<file path="src/flash_pins_pkg.sv">
package flash_pins_pkg;

  // ****************************************************************
  // Widths and counts
  // ****************************************************************
  localparam int unsigned DQ_WIDTH        = 8;
  localparam int unsigned TIMEOUT_WIDTH   = 16;
  localparam logic [15:0] TIMEOUT_DEFAULT = 16'h0040;
  localparam int unsigned SYNC_STAGES     = 2;

  // ****************************************************************
  // Reset values
  // ****************************************************************
  localparam logic        PIN_RELEASED    = 1'b1;
  localparam logic [7:0]  DQ_RESET        = 8'h00;

  // ****************************************************************
  // Link mode and states
  // ****************************************************************
  typedef enum logic [1:0]
  {
    BOOT_POR     = 2'b00,
    BOOT_HOLD    = 2'b01,
    BOOT_STANDBY = 2'b10,
    BOOT_ACTIVE  = 2'b11
  } boot_state_e;

  // Data from the core that feeds the pins
  typedef struct packed
  {
    logic       octal_mode;
    logic       read_phase;
    logic [7:0] read_data;
  } core_drive_s;

  // Pin output group
  typedef struct packed
  {
    logic [7:0] dq_out;
    logic [7:0] dq_oe;
    logic       strobe_out;
    logic       strobe_oe;
  } pin_drive_s;

endpackage : flash_pins_pkg

</file>
<file path="src/pin_sync.sv">
`timescale 1ns/1ps
module pin_sync #(
  parameter int unsigned      WIDTH     = 1,
  // Reset value per bit should match each pin's idle level
  parameter logic [WIDTH-1:0] RESET_VAL = '1
)
(
  // Clock and reset
  input  wire logic             clock_i,
  input  wire logic             rst_i,
  // Asynchronous level in, synchronised level out
  input  wire logic [WIDTH-1:0] async_i,
  output logic      [WIDTH-1:0] sync_o
);

  logic [WIDTH-1:0] meta_q;
  logic [WIDTH-1:0] sync_q;

  // ****************************************************************
  // Two flops; only the second one is read
  // ****************************************************************
  always_ff @(posedge clock_i or posedge rst_i)
  begin
    if (rst_i)
    begin
      meta_q <= RESET_VAL;
      sync_q <= RESET_VAL;
    end
    else
    begin
      meta_q <= async_i;
      sync_q <= meta_q;
    end
  end

  assign sync_o = sync_q;

endmodule : pin_sync

</file>
<file path="src/flash_host_pin_control.sv">
`timescale 1ns/1ps
// Contract
// - Strobe toggles only in reads with select low; data edge-aligned to it
// - Single-bit mode: line 0 is input only, line 1 is output only
// - Octal mode: all eight data lines are bidirectional
// - Reset input low reinitialises; afterwards the array read state returns
// - Reset input low floats strobe and all eight data lines
// - Unconnected reset input reads as high through a weak pull-up
// - Event output pulled low on an internal event, else released
// - Reset output held low during internal power-on reset
// - Reset output stays low for a configured timeout after power-on
// - Device enters standby as soon as reset output releases
// - While reset output low: ignore select, no transactions, drive nothing
// - Host clock may stop between transfers; device still works
// - Select falling starts, rising ends; select high floats and idles
// - Events include busy-to-ready and error-correction detection on read
module flash_host_pin_control #(
  parameter int unsigned TIMEOUT_W = flash_pins_pkg::TIMEOUT_WIDTH
)
(
  // Clock and reset
  input  wire logic                          clock_i,
  input  wire logic                          rst_i,
  // Host pins, asynchronous to clock_i
  input  wire logic                          select_n_i,
  input  wire logic                          host_clock_i,
  input  wire logic                          hw_reset_n_i,
  input  wire logic [7:0]                    dq_i,
  // Core side, same clock
  input  wire logic                          por_busy_i,
  input  wire logic [TIMEOUT_W-1:0]          timeout_cfg_i,
  input  wire flash_pins_pkg::core_drive_s   core_i,
  input  wire logic                          op_done_i,
  input  wire logic                          ecc_event_i,
  input  wire logic                          event_ack_i,
  input  wire logic                          embedded_busy_i,
  // Data and strobe pins
  output flash_pins_pkg::pin_drive_s         pins_o,
  // Open-drain outputs, enable high pulls low
  output logic                               event_out_n_o,
  output logic                               event_oe_o,
  output logic                               boot_hold_out_n_o,
  output logic                               boot_hold_oe_o,
  // Status to core
  output logic                               standby_o,
  output logic                               reinit_o,
  output logic                               txn_start_o,
  output logic                               txn_end_o,
  output logic                               host_clock_rise_o,
  output logic                               host_clock_fall_o,
  output logic [7:0]                         dq_sampled_o
);

  // ****************************************************************
  // Input synchronisers
  // ****************************************************************
  logic [10:0] pins_raw;
  logic [10:0] pins_sync;

  // A floating reset pin arrives as 1 via the pull-up; sync resets high
  // Host clock resets low like its idle level, so no false edge follows
  assign pins_raw = {select_n_i, host_clock_i, hw_reset_n_i, dq_i};

  pin_sync #(
    .WIDTH     (11),
    .RESET_VAL ({1'b1, 1'b0, 1'b1, 8'h00})
  ) u_sync (
    .clock_i     (clock_i),
    .rst_i       (rst_i),
    .async_i     (pins_raw),
    .sync_o      (pins_sync)
  );

  logic       sel_n_s;
  logic       hclk_s;
  logic       hrst_n_s;
  logic [7:0] dq_s;

  assign sel_n_s  = pins_sync[10];
  assign hclk_s   = pins_sync[9];
  assign hrst_n_s = pins_sync[8];
  assign dq_s     = pins_sync[7:0];

  // ****************************************************************
  // Edge detection on synchronised levels
  // ****************************************************************
  logic sel_n_q;
  logic hclk_q;

  always_ff @(posedge clock_i or posedge rst_i)
  begin
    if (rst_i)
    begin
      sel_n_q <= 1'b1;
      hclk_q  <= 1'b0;
    end
    else
    begin
      sel_n_q <= sel_n_s;
      hclk_q  <= hclk_s;
    end
  end

  // ****************************************************************
  // Boot hold sequencing
  // ****************************************************************
  flash_pins_pkg::boot_state_e state_q;
  logic [TIMEOUT_W-1:0]        count_q;
  logic                        blocked;

  assign blocked = (state_q == flash_pins_pkg::BOOT_POR) ||
                   (state_q == flash_pins_pkg::BOOT_HOLD);

  always_ff @(posedge clock_i or posedge rst_i)
  begin
    if (rst_i)
    begin
      state_q <= flash_pins_pkg::BOOT_POR;
      count_q <= '0;
    end
    else if (!hrst_n_s)
    begin
      // Hardware reset reruns the same sequence as power-on
      state_q <= flash_pins_pkg::BOOT_POR;
      count_q <= '0;
    end
    else
    begin
      case (state_q)
        flash_pins_pkg::BOOT_POR:
        begin
          if (!por_busy_i)
          begin
            state_q <= flash_pins_pkg::BOOT_HOLD;
            count_q <= timeout_cfg_i;
          end
        end
        flash_pins_pkg::BOOT_HOLD:
        begin
          if (count_q == '0)
            state_q <= flash_pins_pkg::BOOT_STANDBY;
          else
            count_q <= count_q - 1'b1;
        end
        flash_pins_pkg::BOOT_STANDBY:
        begin
          // Blocked states skip select entirely
          if (!sel_n_s && sel_n_q)
            state_q <= flash_pins_pkg::BOOT_ACTIVE;
        end
        flash_pins_pkg::BOOT_ACTIVE:
        begin
          if (sel_n_s)
            state_q <= flash_pins_pkg::BOOT_STANDBY;
        end
        default:
        begin
          state_q <= flash_pins_pkg::BOOT_POR;
        end
      endcase
    end
  end

  // ****************************************************************
  // Reset and standby outputs
  // ****************************************************************
  always_ff @(posedge clock_i or posedge rst_i)
  begin
    if (rst_i)
    begin
      boot_hold_oe_o    <= 1'b1;
      boot_hold_out_n_o <= 1'b0;
      standby_o         <= 1'b0;
      reinit_o          <= 1'b1;
    end
    else
    begin
      boot_hold_oe_o    <= blocked;
      boot_hold_out_n_o <= 1'b0;
      // Embedded work keeps the core awake even with select high
      standby_o         <= (state_q == flash_pins_pkg::BOOT_STANDBY) &&
                           !embedded_busy_i;
      reinit_o          <= blocked || !hrst_n_s;
    end
  end

  // ****************************************************************
  // Transaction framing and host clock edges
  // ****************************************************************
  logic active;

  assign active = (state_q == flash_pins_pkg::BOOT_ACTIVE) && !sel_n_s;

  // Edges are found only from samples, so a stopped clock simply
  // produces no edges and nothing else waits on it
  always_ff @(posedge clock_i or posedge rst_i)
  begin
    if (rst_i)
    begin
      txn_start_o       <= 1'b0;
      txn_end_o         <= 1'b0;
      host_clock_rise_o <= 1'b0;
      host_clock_fall_o <= 1'b0;
      dq_sampled_o      <= flash_pins_pkg::DQ_RESET;
    end
    else
    begin
      txn_start_o       <= !blocked && hrst_n_s &&
                           !sel_n_s && sel_n_q;
      txn_end_o         <= (state_q == flash_pins_pkg::BOOT_ACTIVE) &&
                           sel_n_s;
      host_clock_rise_o <= active && hclk_s && !hclk_q;
      host_clock_fall_o <= active && !hclk_s && hclk_q;
      if (active && (hclk_s != hclk_q))
      begin
        // Single-bit mode listens on line 0 only
        if (core_i.octal_mode)
          dq_sampled_o <= dq_s;
        else
          dq_sampled_o <= {7'h00, dq_s[0]};
      end
    end
  end

  // ****************************************************************
  // Data and strobe drivers
  // ****************************************************************
  logic reading;

  assign reading = active && hrst_n_s && core_i.read_phase;

  always_ff @(posedge clock_i or posedge rst_i)
  begin
    if (rst_i)
    begin
      pins_o <= '0;
    end
    else if (!reading)
    begin
      // Reset pin low, blocked, or select high: everything floats
      pins_o <= '0;
    end
    else
    begin
      pins_o.strobe_oe <= core_i.octal_mode;
      if (core_i.octal_mode)
      begin
        // Data and strobe change on the same edge: edge aligned
        if (hclk_s != hclk_q)
        begin
          pins_o.dq_out     <= core_i.read_data;
          pins_o.strobe_out <= hclk_s;
        end
        pins_o.dq_oe <= 8'hFF;
      end
      else
      begin
        // Output only on line 1, updated at host clock fall
        if (!hclk_s && hclk_q)
          pins_o.dq_out <= {6'h00, core_i.read_data[0], 1'b0};
        pins_o.dq_oe      <= 8'h02;
        pins_o.strobe_out <= 1'b0;
      end
    end
  end

  // ****************************************************************
  // Event output
  // ****************************************************************
  // Sticky until the core acknowledges; a new event wins over the ack
  always_ff @(posedge clock_i or posedge rst_i)
  begin
    if (rst_i)
    begin
      event_oe_o    <= 1'b0;
      event_out_n_o <= 1'b0;
    end
    else
    begin
      event_out_n_o <= 1'b0;
      // Only the reset output may drive while held, so events then drop
      if (blocked)
        event_oe_o <= 1'b0;
      else if (op_done_i || ecc_event_i)
        event_oe_o <= 1'b1;
      else if (event_ack_i)
        event_oe_o <= 1'b0;
    end
  end

endmodule : flash_host_pin_control

</file>
<file path="config.mk">
export PLATFORM = sky130hd
export DESIGN_NAME = flash_host_pin_control
export DESIGN_NICKNAME = d
export VERILOG_FILES = /design/src/flash_pins_pkg.sv /design/src/pin_sync.sv /design/src/flash_host_pin_control.sv
export SDC_FILE = /design/constraint.sdc
export NUM_CORES = 1
export LEC_CHECK = 0
export BUFFER_PORTS_ARGS = -buffer_cell sky130_fd_sc_hd__clkbuf_2
export CORE_MARGIN = 2
export CORE_UTILIZATION = 55
export DETAILED_ROUTE_END_ITERATION = 8
export PLACE_DENSITY = 0.8
export SLEW_MARGIN = 20
export SYNTH_ARGS = -nofsm -noshare
export SYNTH_HDL_FRONTEND = slang
export SYNTH_HIERARCHICAL = 1
export SYNTH_SLANG_ARGS = --single-unit
</file>
<file path="constraint.sdc">
create_clock -name clock_i -period 4.43 [get_ports clock_i]
set_input_delay 0.886 -clock clock_i [delete_from_list [all_inputs] [get_ports clock_i]]
set_output_delay 0.886 -clock clock_i [all_outputs]
set_load 0.1 [all_outputs]
</file>
==> PnR_summary.wiki <==
{| class="wikitable"
! Metric !! Value
|-
| Outcome || complete, no violations
|-
| Arrival time at the worst endpoint || 2.47 ns
|-
| Cell count of the worst reg-to-reg path || 7
|-
| Main synth FF type || sky130_fd_sc_hd__dfrtp_1
|-
| Achievable Freq || 0.442 GHz
|-
| Library cell with the largest summed area after synthesis || sky130_fd_sc_hd__dfrtp_1
|-
| Count of flip-flops with a built-in enable after synthesis || 0
|-
| Fraction of final layout cells sized beyond drive strength 1 || 33.1%
|-
| Worst-path clk slew || 0.07 ns
|-
| Switching Power || 0.429 mW
|-
| Clock Sink Count || 69
|-
| Synthesized-area fraction occupied by ao, oa, aoi and oai cells || 15.2%
|-
| Reg-to-reg slack, setup || 2.17 ns
|-
| Post-route clock period utilization || 51.1%
|-
| WHS Endpoint || u_sync/sync_o[1]$_DFF_PP0_
|-
| Cell at the slowest stage of the critical path || sky130_fd_sc_hd__or4b_4
|-
| Final weighted congestion in routability-driven placement || 0.841
|-
| Power per cell area || 421 mW/mm^2
|-
| Type of the most critical hold path || register to register
|-
| Worst setup EP type || register
|-
| H-tree lvl count || 3
|-
| Peak per-stage delay on the critical path || 0.50 ns
|-
| Worst slew margin relative to its limit || 32.8%
|-
| Root buffer selected by CTS || sky130_fd_sc_hd__clkbuf_8
|-
| Commonest cells in the synthesized netlist || sky130_fd_sc_hd__dfrtp_1 (62), sky130_fd_sc_hd__nand2_1 (30), sky130_fd_sc_hd__o21ai_0 (17)
|-
| # IOs || 80
|-
| Worst r2r src || count_q[0]$_DFFE_PP0P_
|-
| Initial DRC count || 215
|-
| Largest net degree at the start of global routing || 48
|-
| Buffers from clock root to sink, at most || 2
|-
| Share of synthesized area occupied by flip-flops and latches || 59.9%
|-
| Die Ht || 76.6 um
|-
| Worst Path Buf+Inv || 1
|-
| Unrepaired setup endpoints after global routing || no
|-
| Slew at the pin with the worst max-slew slack || 1.01 ns
|-
| Average wire per standard cell || 14.7 um
|-
| Residual DRC count || 0
|-
| Largest family of logic cells by synthesized area || simple AND/OR/NAND/NOR gates
|-
| Cts bufs inserted || 9
|-
| Count of different cell masters after synthesis || 54
|-
| Routed Antenna Nets || 0
|-
| Share of Yosys cell area claimed by the top area cell type || 53.5%
|-
| Via-per-instance ratio || 5.51
|-
| Synth Cell Area || 0.00290 mm^2
|-
| Post-Syn Area per Cell || 11.1 um^2
|-
| Net switching fraction of the power || 29.5%
|-
| Via count of the first global-routing pass || 2114
|-
| Mux contribution to synthesized area || 1.08%
|-
| Antenna violations before repair || 0
|-
| Post-synthesis adder-cell area fraction || 0.864%
|-
| Synthesis warning total || 6
|-
| CORE AREA || 0.00511 mm^2
|-
| Num rows || 26
|-
| Kind of cell with the highest combined delay on the critical path || simple AND/OR/NAND/NOR gates
|-
| Capture point of the worst reg-to-reg path || count_q[5]$_DFFE_PP0P_
|-
| Global-route usage over all layers || 22.6%
|-
| Proportion of power drawn by the clock network || 34.4%
|-
| Tot Pwr || 1.45 mW
|-
| Die Footprint || 0.00587 mm^2
|-
| First drt pass iteration count || 4
|-
| Syn-to-layout area delta || 19.2%
|-
| Starting density of the core || 56.7%
|-
| Half-perimeter wire length of the detailed placement result || 4250 um
|-
| Routed vias || 2247
|-
| # hold bufs at CTS || 0
|-
| Relative contribution of sequential cells to total power || 48.3%
|-
| Horizontal extent of the die || 76.6 um
|-
| TritonCTS clock tree || yes
|-
| Synth async-reset ratio || 100%
|-
| Lkg Pwr || 1.70 nW
|-
| Setup clock skew after layout || 0.0122 ns
|-
| Setup bufs post-CTS || 0
|-
| Worst vdd ir || 0.000347 V
|-
| Hold path start || u_sync/meta_q[1]$_DFF_PP0_
|-
| Setup-failing EPs final || 0
|-
| Leading cell types by total area after synthesis || sky130_fd_sc_hd__dfrtp_1 (54%), sky130_fd_sc_hd__dfstp_2 (6.3%), sky130_fd_sc_hd__nand2_1 (3.9%)
|-
| Sequence of cells on the critical path || inv_1, ha_1, or4b_4, nor3_2, and4_2, nand2b_1, o21ai_0
|-
| # diodes || 0
|-
| Cell with the most instances after synthesis || sky130_fd_sc_hd__dfrtp_1
|-
| Final Routed Wirelength || 6000 um
|-
| Total negative slack for setup checks || 0 ns
|-
| Required time of the worst setup path || 4.63 ns
|-
| Type of the worst setup path || register to register
|-
| Kind of launch point of the worst setup path || register
|-
| Count of mapped cells out of synthesis || 262
|-
| Xor-xnor portion of the synthesized cell area || 0%
|-
| Count of final max-slew check failures || 0
|-
| Biggest fanout along the worst timing path || 9
|-
| Timing startpoint of the critical path || count_q[0]$_DFFE_PP0P_
|-
| Wire length of the first global-routing pass || 10300 um
|-
| Final-report hold violation count || 0
|-
| Overflow left after global routing || 0
|-
| Post-Synth Simple-Gate Area || 17.6%
|-
| Input/output buffers || 77
|-
| Post_cts resized || 0
|-
| Clock insertion delay at the later pin of the skew report || 0.34 ns
|-
| Number of nets in the finished design || 379
|-
| Min-Delay Path Depth || 0
|-
| Number of synthesized register bits || 69
|-
| Fin util || 67.6%
|-
| Final min period || 2.26 ns
|-
| Number of violations of the max-capacitance limit || 0
|-
| Hold slack || 0.349 ns
|-
| Relative contribution of combinational cells to total power || 17.3%
|-
| Internal power || 1.02 mW
|}
stage by stage:
step,worst slack (ns),cells,area [um^2]
after CTS,2.19,408,3450
final,2.17,408,3450
after floorplan,2.12,263,2900
after global routing,1.94,408,3450
after global placement,2.10,392,3260
after detailed placement,2.08,392,3260
layer usage:
metal / track usage (%) / share of wire (%) / vias up
met5: 0 / 0 / -
met4: 8.91 / 2.2 / 0
met3: 8.18 / 6.0 / 12
met2: 33.1 / 47 / 101
met1: 31.1 / 44 / 1053
li1: - / - / 1081
worst reg2reg max path, stage by stage, from the launching register on:
cell and delay, ns:
sky130_fd_sc_hd__dfrtp_1 0.42, sky130_fd_sc_hd__inv_1 0.08, sky130_fd_sc_hd__ha_1 0.17, sky130_fd_sc_hd__or4b_4 0.50, sky130_fd_sc_hd__nor3_2 0.18, sky130_fd_sc_hd__and4_2 0.28
sky130_fd_sc_hd__nand2b_1 0.36, sky130_fd_sc_hd__o21ai_0 0.16
registers in the layout (all words and copies together) (netlist names):
| signal | count |
|---|---|
| hclk_q | 1 |
| reinit_o | 1 |
| pins_o | 11 |
| u_sync/sync_o | 11 |
| state_q | 2 |
| host_clock_fall_o | 1 |
| count_q | 16 |
| u_sync/meta_q | 11 |
| boot_hold_oe_o | 1 |
| txn_end_o | 1 |
| dq_sampled_o | 8 |
| sel_n_q | 1 |
| event_oe_o | 1 |
| standby_o | 1 |
| host_clock_rise_o | 1 |
| txn_start_o | 1 |
layout by cell type (no fill, tap or decap), drive strengths merged, types with 5 or more instances in the layout:
cell type | netlist | final
nor2 | 17 | 17
dfrtp | 62 | 62
inv | 10 | 10
nand2 | 30 | 30
nor4 | 8 | 8
a21oi | 10 | 10
nor3 | 10 | 10
dfstp | 7 | 7
o21ai | 21 | 21
nand2b | 5 | 5
a22o | 7 | 7
clkbuf | 7 | 89
layout make-up:
class | instances | area, um^2
clock inverters | 4 | 50.0
multi-input cells | 166 | 1010
repair buffers | 77 | 385
fillers | 403 | 1650
clock buffers | 12 | 145
well taps | 70 | 87.6
inverters | 10 | 37.5
flip-flops and latches | 69 | 1740
power by group through the flow:
| stage | Sequential [mW] | Clock (mW) | Combinational [mW] |
|---|---|---|---|
| 3_3_place_gp | 0.711 | 0 | 0.247 |
| 2_1_floorplan | 0.747 | 0 | 0.151 |
| 5_1_grt | 0.708 | 0.541 | 0.275 |
| 4_1_cts | 0.701 | 0.509 | 0.250 |
| 6_report | 0.702 | 0.499 | 0.251 |
| 3_5_place_dp | 0.713 | 0 | 0.248 |
worst max-delay path by stage:
stage / endpoint / depth (start not counted) / slack, ns
floorplan: pins_o[2] / 1 / 2.12
global placement: count_q[9]$_DFFE_PP0P_ / 6 / 2.10
detailed placement: count_q[9]$_DFFE_PP0P_ / 6 / 2.08
CTS: count_q[5]$_DFFE_PP0P_ / 7 / 2.19
global route: count_q[5]$_DFFE_PP0P_ / 7 / 1.94
finish: count_q[5]$_DFFE_PP0P_ / 7 / 2.17
cell families after synthesis:
family                     count (synthesis)
DFF                                       69
muxes                                      3
and+or+nand+nor                           95
AOI/OAI and AO/OA                         64
adders and majority gates                  2
other                                      1
buffers and inverters                     28
(Power assumes the default switching activity.)
